==> src/shared/sdq_pkg.sv <==
// Package with command codes, states and timing constants for the SDRAM sequencer
package sdq_pkg;
  localparam int unsigned CLK_MHZ        = 25;
  localparam int unsigned PWRUP_US       = 100;
  localparam int unsigned PWRUP_CYC      = PWRUP_US * CLK_MHZ;
  localparam int unsigned TWR_NS         = 15;
  localparam int unsigned CLK_PERIOD_NS  = 1000 / CLK_MHZ;
  localparam int unsigned TWR_CYC_RAW    = (TWR_NS + CLK_PERIOD_NS - 1) / CLK_PERIOD_NS;
  localparam int unsigned TWR_CYC        = (TWR_CYC_RAW < 1) ? 1 : TWR_CYC_RAW;
  localparam int unsigned TRFC_CYC       = 3;
  localparam int unsigned TMRD_CYC       = 2;
  localparam int unsigned TRAS_CYC       = 2;
  localparam int unsigned TRP_CYC        = 1;
  localparam int unsigned TREF_CYC       = 1562;
  localparam int unsigned INIT_REFS      = 2;
  localparam int unsigned CNT_W          = 16;
  localparam int unsigned BANKS          = 4;

  // Command encoding {cs_n, ras_n, cas_n, we_n}
  localparam logic [3:0] CMD_INHIBIT = 4'h8;
  localparam logic [3:0] CMD_NOP     = 4'h7;
  localparam logic [3:0] CMD_ACT     = 4'h3;
  localparam logic [3:0] CMD_WRITE   = 4'h4;
  localparam logic [3:0] CMD_READ    = 4'h5;
  localparam logic [3:0] CMD_PRE     = 4'h2;
  localparam logic [3:0] CMD_REF     = 4'h1;
  localparam logic [3:0] CMD_LMR     = 4'h0;

  localparam logic [1:0] OP_ACT      = 2'h0;
  localparam logic [1:0] OP_WRITE    = 2'h1;
  localparam logic [1:0] OP_PRE      = 2'h2;
  localparam logic [1:0] OP_READ     = 2'h3;

  typedef enum logic [3:0] {
    SDQ_PWRUP, SDQ_INIT_REF, SDQ_INIT_WAIT, SDQ_LMR, SDQ_LMR_WAIT,
    SDQ_IDLE, SDQ_REF, SDQ_REF_WAIT, SDQ_HOLD
  } sdq_state_e;
endpackage

==> src/shared/sdq_tmr_if.sv <==
// Interface carrying a countdown load and expiry between sequencer and timer
`timescale 1ns/1ns
interface sdq_tmr_if;
  logic                      load;
  logic [sdq_pkg::CNT_W-1:0] value;
  logic                      done;
  modport ctl (output load, output value, input done);
  modport tmr (input load, input value, output done);
endinterface

==> src/sdq_ctrl.sv <==
// SDRAM command sequencer: power-up, refresh scheduling and bank timing
// Function
// - Wait power-up pause, stay not ready until initialization finishes.
// - Issue two auto refresh commands after the pause.
// - Repeat two wake-up refreshes when the refresh interval was overrun.
// - Clock frequency changes only while stopped, powered down or self refreshing.
// - Only NOP or inhibit during refresh cycle time.
// - At least one NOP inside mode register set delay.
// - Wait write recovery after last write data before precharge.
// - Auto precharge write recovery holds at least one full clock.
// - Continuous page write end honours write recovery before precharge.
// - Precharge waits minimum row active time since activation.
// - One refresh per command; refreshes may be spread out.
// - Keep refreshing during power-down, leaving it as needed.
`timescale 1ns/1ns
module sdq_ctrl #(
  parameter int unsigned PWRUP_CYCLES = sdq_pkg::PWRUP_CYC,
  parameter int unsigned TREF_CYCLES  = sdq_pkg::TREF_CYC,
  parameter int unsigned ADDR_W       = 13
) (
  input  wire logic              clk,
  input  wire logic              sys_rst,
  input  wire logic              req_valid,
  input  wire logic [1:0]        req_op,
  input  wire logic [1:0]        req_bank,
  input  wire logic [ADDR_W-1:0] req_addr,
  input  wire logic              req_auto_pre,
  input  wire logic              pd_req,
  output logic                   req_ready,
  output logic                   init_done,
  output logic                   clk_change_ok,
  output logic                   mem_cke,
  output logic                   mem_cs_n,
  output logic                   mem_ras_n,
  output logic                   mem_cas_n,
  output logic                   mem_we_n,
  output logic [1:0]             mem_ba,
  output logic [ADDR_W-1:0]      mem_addr
);
  localparam int unsigned TW = sdq_pkg::CNT_W;

  initial begin
    if (PWRUP_CYCLES < 1 || PWRUP_CYCLES >= (1 << TW)) $error("PWRUP_CYCLES out of range");
    if (TREF_CYCLES < 1 || TREF_CYCLES >= (1 << TW)) $error("TREF_CYCLES out of range");
    if (ADDR_W < 11) $error("ADDR_W too small");
  end

  function automatic logic [TW-1:0] cyc(input int unsigned n);
    cyc = TW'(n);
  endfunction

  sdq_tmr_if tif ();
  sdq_timer i_sdq_timer (.clk(clk), .sys_rst(sys_rst), .tif(tif));

  sdq_pkg::sdq_state_e st_ff, nxt_st;
  logic [1:0]          refs_ff, nxt_refs;
  logic [TW-1:0]       refcnt_ff;
  logic                ref_due_ff;
  logic                overrun_ff;
  logic                init_ff;
  logic [3:0]          cmd_ff, nxt_cmd;
  logic [1:0]          ba_ff, nxt_ba;
  logic [ADDR_W-1:0]   addr_ff, nxt_addr;
  logic                ready_ff;
  logic                cke_ff;
  logic [3:0]          ras_ff [sdq_pkg::BANKS];
  logic [3:0]          wr_ff  [sdq_pkg::BANKS];
  logic                tld;
  logic [TW-1:0]       tval;
  logic                pwr_ld_ff;

  assign tif.load  = tld;
  assign tif.value = tval;

  wire in_idle  = (st_ff == sdq_pkg::SDQ_IDLE);
  wire sel_pre  = (req_op == sdq_pkg::OP_PRE);
  wire sel_act  = (req_op == sdq_pkg::OP_ACT);
  wire sel_wr   = (req_op == sdq_pkg::OP_WRITE);
  wire pre_ok   = (ras_ff[req_bank] == '0) && (wr_ff[req_bank] == '0);
  wire accept   = in_idle && req_valid && !ref_due_ff && cke_ff && (!sel_pre || pre_ok);
  wire ref_tick = (refcnt_ff == '0);

  always_comb begin
    nxt_st   = st_ff;
    nxt_refs = refs_ff;
    nxt_cmd  = sdq_pkg::CMD_NOP;
    nxt_ba   = ba_ff;
    nxt_addr = addr_ff;
    tld      = 1'b0;
    tval     = '0;
    unique case (st_ff)
      sdq_pkg::SDQ_PWRUP: begin
        nxt_cmd = sdq_pkg::CMD_INHIBIT;
        // Pause loaded once on reset release; done stays low during the load
        tld     = pwr_ld_ff;
        tval    = cyc(PWRUP_CYCLES);
        if (tif.done) begin
          nxt_st   = sdq_pkg::SDQ_INIT_REF;
          nxt_refs = '0;
        end
      end
      sdq_pkg::SDQ_INIT_REF: begin
        nxt_cmd  = sdq_pkg::CMD_REF;
        nxt_refs = refs_ff + 2'h1;
        tld      = 1'b1;
        tval     = cyc(sdq_pkg::TRFC_CYC - 1);
        nxt_st   = sdq_pkg::SDQ_INIT_WAIT;
      end
      sdq_pkg::SDQ_INIT_WAIT: begin
        if (tif.done) begin
          if (refs_ff == 2'(sdq_pkg::INIT_REFS)) begin
            nxt_st = init_ff ? sdq_pkg::SDQ_IDLE : sdq_pkg::SDQ_LMR;
          end else begin
            nxt_st = sdq_pkg::SDQ_INIT_REF;
          end
        end
      end
      sdq_pkg::SDQ_LMR: begin
        nxt_cmd  = sdq_pkg::CMD_LMR;
        nxt_addr = '0;
        nxt_ba   = '0;
        tld      = 1'b1;
        tval     = cyc(sdq_pkg::TMRD_CYC - 1);
        nxt_st   = sdq_pkg::SDQ_LMR_WAIT;
      end
      sdq_pkg::SDQ_LMR_WAIT: begin
        if (tif.done) begin
          nxt_st = sdq_pkg::SDQ_IDLE;
        end
      end
      sdq_pkg::SDQ_IDLE: begin
        if (overrun_ff) begin
          nxt_st   = sdq_pkg::SDQ_INIT_REF;
          nxt_refs = '0;
        end else if (ref_due_ff && cke_ff) begin
          nxt_st = sdq_pkg::SDQ_REF;
        end else if (accept) begin
          nxt_ba   = req_bank;
          nxt_addr = req_addr;
          unique case (req_op)
            sdq_pkg::OP_ACT:   nxt_cmd = sdq_pkg::CMD_ACT;
            sdq_pkg::OP_WRITE: begin
              nxt_cmd     = sdq_pkg::CMD_WRITE;
              nxt_addr[10] = req_auto_pre;
            end
            sdq_pkg::OP_READ:  begin
              nxt_cmd     = sdq_pkg::CMD_READ;
              nxt_addr[10] = req_auto_pre;
            end
            sdq_pkg::OP_PRE:   begin
              // Single bank only; all-bank would skip the other banks' timers
              nxt_cmd      = sdq_pkg::CMD_PRE;
              nxt_addr[10] = 1'b0;
            end
          endcase
        end
      end
      sdq_pkg::SDQ_REF: begin
        nxt_cmd = sdq_pkg::CMD_REF;
        tld     = 1'b1;
        tval    = cyc(sdq_pkg::TRFC_CYC - 1);
        nxt_st  = sdq_pkg::SDQ_REF_WAIT;
      end
      sdq_pkg::SDQ_REF_WAIT: begin
        if (tif.done) begin
          nxt_st = sdq_pkg::SDQ_IDLE;
        end
      end
      sdq_pkg::SDQ_HOLD: begin
        nxt_st = sdq_pkg::SDQ_IDLE;
      end
    endcase
  end

  // Per-bank row-active and write-recovery countdowns
  always_ff @(posedge clk) begin
    for (int b = 0; b < sdq_pkg::BANKS; b++) begin
      if (sys_rst) begin
        ras_ff[b] <= '0;
        wr_ff[b]  <= '0;
      end else if (accept && req_bank == 2'(b) && sel_act) begin
        ras_ff[b] <= 4'(sdq_pkg::TRAS_CYC);
      end else if (accept && req_bank == 2'(b) && sel_wr) begin
        // auto precharge still keeps at least one clock
        wr_ff[b]  <= 4'(sdq_pkg::TWR_CYC);
      end else begin
        if (ras_ff[b] != '0) ras_ff[b] <= ras_ff[b] - 4'h1;
        if (wr_ff[b] != '0)  wr_ff[b]  <= wr_ff[b] - 4'h1;
      end
    end
  end

  // Refresh interval tracker, running even in power-down
  always_ff @(posedge clk) begin
    if (sys_rst) begin
      refcnt_ff  <= '0;
      ref_due_ff <= 1'b0;
      overrun_ff <= 1'b0;
    end else begin
      // Reload on tick too, so overrun needs a second full interval
      if (!init_ff || nxt_cmd == sdq_pkg::CMD_REF || ref_tick) begin
        refcnt_ff <= cyc(TREF_CYCLES - 1);
      end else if (!ref_tick) begin
        refcnt_ff <= refcnt_ff - 1'b1;
      end
      // Clear wins over set
      if (init_ff && ref_tick && nxt_cmd != sdq_pkg::CMD_REF) begin
        ref_due_ff <= 1'b1;
        overrun_ff <= ref_due_ff;
      end else if (nxt_cmd == sdq_pkg::CMD_REF) begin
        ref_due_ff <= 1'b0;
        overrun_ff <= 1'b0;
      end
    end
  end

  always_ff @(posedge clk) begin
    if (sys_rst) begin
      st_ff   <= sdq_pkg::SDQ_PWRUP;
      refs_ff <= '0;
      cmd_ff  <= sdq_pkg::CMD_INHIBIT;
      ba_ff   <= '0;
      addr_ff <= '0;
    end else begin
      st_ff   <= nxt_st;
      refs_ff <= nxt_refs;
      cmd_ff  <= nxt_cmd;
      ba_ff   <= nxt_ba;
      addr_ff <= nxt_addr;
    end
  end

  // Power-up timer load on reset release; shares the state timer
  always_ff @(posedge clk) begin
    if (sys_rst) begin
      pwr_ld_ff <= 1'b1;
      init_ff   <= 1'b0;
      cke_ff    <= 1'b1;
      ready_ff  <= 1'b0;
    end else begin
      pwr_ld_ff <= 1'b0;
      if (st_ff == sdq_pkg::SDQ_LMR_WAIT && tif.done) init_ff <= 1'b1;
      // Power-down only while idle; refresh due wakes it
      cke_ff   <= !(init_ff && in_idle && pd_req && !ref_due_ff && !accept);
      ready_ff <= (nxt_st == sdq_pkg::SDQ_IDLE) && init_ff && !ref_due_ff;
    end
  end

  assign req_ready     = ready_ff;
  assign init_done     = init_ff;
  assign clk_change_ok = ~cke_ff;
  assign mem_cke       = cke_ff;
  assign mem_cs_n      = cmd_ff[3];
  assign mem_ras_n     = cmd_ff[2];
  assign mem_cas_n     = cmd_ff[1];
  assign mem_we_n      = cmd_ff[0];
  assign mem_ba        = ba_ff;
  assign mem_addr      = addr_ff;
endmodule

==> src/sdq_timer.sv <==
// Loadable down counter that flags expiry
`timescale 1ns/1ns
module sdq_timer (
  input  wire logic clk,
  input  wire logic sys_rst,
  sdq_tmr_if.tmr    tif
);
  logic [sdq_pkg::CNT_W-1:0] cnt_ff;
  logic [sdq_pkg::CNT_W-1:0] nxt_cnt;
  wire                       at_zero = (cnt_ff == '0);

  assign nxt_cnt  = tif.load ? tif.value : (at_zero ? cnt_ff : cnt_ff - 1'b1);
  assign tif.done = at_zero && !tif.load;

  always_ff @(posedge clk) begin
    if (sys_rst) begin
      cnt_ff <= '0;
    end else begin
      cnt_ff <= nxt_cnt;
    end
  end
endmodule

==> config.mk <==
export PLATFORM = sky130hd
export DESIGN_NAME = sdq_ctrl
export DESIGN_NICKNAME = d
export VERILOG_FILES = /design/src/shared/sdq_pkg.sv /design/src/shared/sdq_tmr_if.sv /design/src/sdq_ctrl.sv /design/src/sdq_timer.sv
export SDC_FILE = /design/constraint.sdc
export NUM_CORES = 1
export LEC_CHECK = 0
export CELL_PAD_IN_SITES_DETAIL_PLACEMENT = 1
export CELL_PAD_IN_SITES_GLOBAL_PLACEMENT = 2
export CORE_MARGIN = 4
export CORE_UTILIZATION = 36
export DETAILED_ROUTE_END_ITERATION = 8
export DONT_BUFFER_PORTS = 1
export GPL_TIMING_DRIVEN = 0
export PLACE_DENSITY_LB_ADDON = 0.1
export SLEW_MARGIN = 20
export SYNTH_ARGS = -nofsm -noshare
export SYNTH_HDL_FRONTEND = slang
export SYNTH_SLANG_ARGS = --single-unit
==> constraint.sdc <==
create_clock -name clk -period 2.3 [get_ports clk]
set_input_delay 0.115 -clock clk [delete_from_list [all_inputs] [get_ports clk]]
set_output_delay 0.115 -clock clk [all_outputs]
set_load 0.1 [all_outputs]
==> impl_metrics.json <==
{
  "status": "finished clean",
  "yosysWarnings": 0,
  "clk_path_buf_depth": 2,
  "num_io_pins": 45,
  "grt_pass1_vias": 4754,
  "synth_xor_area_share_pct": 6.24,
  "layout.cells.non_filler": 814,
  "seq_area_frac_synth_pct": 41.7,
  "grt_pass1_wl_um": 25000,
  "worst-setup-path-type": "register to register",
  "antenna_found_initial": 0,
  "syn_avg_cell_area_um2": 9.15,
  "clkTransAtPathRegs_ns": 0.07,
  "drive_gt1_share_pct": 14.9,
  "synth_top_family_by_area": "simple AND/OR/NAND/NOR gates",
  "arrival_ns": 2.32,
  "routed_wirelength_um": 15800,
  "ys.flop_type": "dfxtp_1",
  "grt_usage_pct": 18.8,
  "numCtsBuffers": 9,
  "place_inst": 767,
  "place_congestion": 0.801,
  "fp.dieH_um": 130,
  "crit_path_start_kind": "register",
  "overflow": 0,
  "start_util_pct": 36.7,
  "drt_first_pass_iters": 4,
  "num_rows": 44,
  "timing.fmax_ghz": 0.440,
  "period_share_pct": 98.7,
  "slew_viol_final": 0,
  "grt_max_degree": 17,
  "finalCriticalPeriod_ns": 2.27,
  "synth_mux_area_share_pct": 1.01,
  "nFillCells": 1677,
  "place_hpwl_um": 11200,
  "final_nets": 664,
  "area_growth_pct": 20.3,
  "hp-class": "primary input to register",
  "synthAdderAreaFrac_pct": 3.99,
  "ant_nets": 0,
  "port_buffers": 0,
  "hold_violations": 0,
  "crit_fanout": 10,
  "ir_worst_vdd_v": 0.000342,
  "diodes": 0,
  "netlist_instances": 583,
  "drt_iter0_drc": 203,
  "die_area_um2": 16800,
  "clk_latency_ns": 0.35,
  "async_reset_ff_share_pct": 0,
  "syn_area_um2": 5330,
  "crit_required_ns": 2.35,
  "viasPerCell": 5.57,
  "cap_violations": 0,
  "h-tree-depth": 3,
  "setup-violations-final": 0,
  "root_buffer": "clkbuf_16",
  "p_leak_uw": 0.00231,
  "power.density_nw_per_um2": 1010,
  "vias": 4534,
  "slew-limit-headroom_pct": 33.4,
  "drc": 0,
  "cts_tree": "done",
  "tightest_slew_ns": 0.998,
  "synth.net_count": 622,
  "synth-edff-count": 32,
  "skew_ns": 0.00610,
  "synth_cell_types": 72,
  "crit_path_end_kind": "register",
  "clock_sinks": 95,
  "core_um2": 14500,
  "post-place-ws_ns": -0.334,
  "finalWorstSetupSlack_ns": 0.0298,
  "yosys.area_share.simple_pct": 22.4,
  "synth_seq_cells": 95,
  "wire_per_inst_um": 19.4,
  "synth-compound-area-share_pct": 17.7,
  "die-width_um": 130
}
## synth_stat cells (4+ instances only)
master / instances / share of area (%)
nor3b_1: 9 / 1.3
ha_1: 17 / 4.0
o21ai_0: 13 / 1.2
nand2b_1: 4 / 0.47
nand4b_1: 4 / 0.66
or3_1: 7 / 0.82
a21oi_1: 27 / 2.5
buf_2: 7 / 0.66
edfxtp_1: 32 / 18
a211oi_1: 8 / 1.1
xor2_1: 24 / 3.9
nand2_1: 30 / 2.1
nand3_1: 14 / 1.3
nor2_1: 58 / 4.1
nor4_1: 24 / 2.8
nor3_1: 18 / 1.7
nor2b_1: 7 / 0.82
clkbuf_1: 17 / 1.2
xnor2_1: 14 / 2.3
o32ai_1: 15 / 2.5
or4_1: 5 / 0.70
a31oi_1: 7 / 0.82
dfxtp_1: 63 / 24
nand4_1: 14 / 1.6
and3_1: 6 / 0.70
inv_1: 63 / 4.4
## cell type report
cell class | count | area [µm²] | share of cell area [%]
Inverter | 63 | 240 | 3.74
Timing Repair Buffer | 31 | 270 | 4.21
Clock inverter | 6 | 86.3 | 1.35
Sequential cell | 95 | 2230 | 34.7
Tap cell | 184 | 230 | 3.59
Clock buffer | 10 | 250 | 3.90
Buffer | 28 | 168 | 2.61
Multi-Input combinational cell | 397 | 2950 | 45.9
## layout by cell type (no fill, tap or decap), drive strengths merged, types with 18 or more instances in the layout
master  instances
edfxtp         32
clkbuf         26
nand2          30
nor2           59
buf            28
dfxtp          63
xor2           24
inv            65
a21oi          29
nor4           25
nor3           18
## sequential cells by signal (all words and copies together) (netlist names)
| name | flops |
|---|---|
| init_done | 1 |
| mem_cke | 1 |
| refs_ff | 2 |
| i_sdq_timer.cnt_ff | 16 |
| req_ready | 1 |
| ref_due_ff | 1 |
| ras_ff | 16 |
| st_ff | 4 |
| overrun_ff | 1 |
| mem_ba | 2 |
| cmd_ff | 4 |
| wr_ff | 16 |
| refcnt_ff | 16 |
| mem_addr | 13 |
| pwr_ld_ff | 1 |
## what timing repair did
action,in CTS,in global routing
setup buffers,4,12
endpoints found under the hold margin,15,0
pin swaps,7,14
resized for setup,26,25
setup endpoints to repair,76,87
hold buffers,15,0
## power by group
part	switching (µW)	internal, µW
registers	342	2180
logic	1250	1020
clock network	672	1020
## per-layer routing
| metal | track usage (%) | share of wire, % | routed length (µm) | up-vias |
|---|---|---|---|---|
| li1 | - | - | - | 2214 |
| met1 | 25.0 | 48 | 7510 | 2246 |
| met2 | 31.5 | 47 | 7470 | 60 |
| met3 | 3.27 | 3.6 | 569 | 14 |
| met4 | 5.87 | 1.3 | 202 | 0 |
| met5 | 0 | 0 | 0 | - |
## final timing paths
check,start,end,slack [ns],cells past startpoint
max,ras_ff[1][2],ras_ff[1][1],0.03,5
min,req_bank[1],mem_ba[1],0.10,3
min reg2reg,refs_ff[0],refs_ff[0],0.47,2
max reg2reg,ras_ff[1][2],ras_ff[1][1],0.03,5
## worst max-delay path: stages, from the launching register on
cell	delay [ns]
edfxtp_1	0.42
or3_4	0.43
o31a_4	0.45
buf_12	0.18
a211oi_4	0.26
a211o_1	0.22
## metrics by stage
| step | hold WS, ns | power (µW) | cell area [µm²] | utilization, % | TNS [ns] |
|---|---|---|---|---|---|
| floorplan | 0.143 | 3980 | 5340 | - | 0 |
| global placement | 0.143 | 4390 | 5570 | 38.3 | -8.10 |
| detailed placement | 0.143 | 4480 | 5570 | 38.3 | -11.16 |
| CTS | 0.0890 | 6380 | 6220 | 42.8 | 0 |
| global route | 0.109 | 6920 | 6420 | 44.2 | -0.495 |
| finish | 0.101 | 6490 | 6420 | 44.2 | 0 |
## cells by family after synthesis
group                    Yosys count
AND/OR/NAND/NOR                  220
AO/OA/AOI/OAI                    117
flip-flops                        95
buffers and inverters             91
XOR/XNOR                          38
adder cells (fa/ha/maj)           17
multiplexers                       5
No activity file was read; power rests on OpenSTA's default activity.
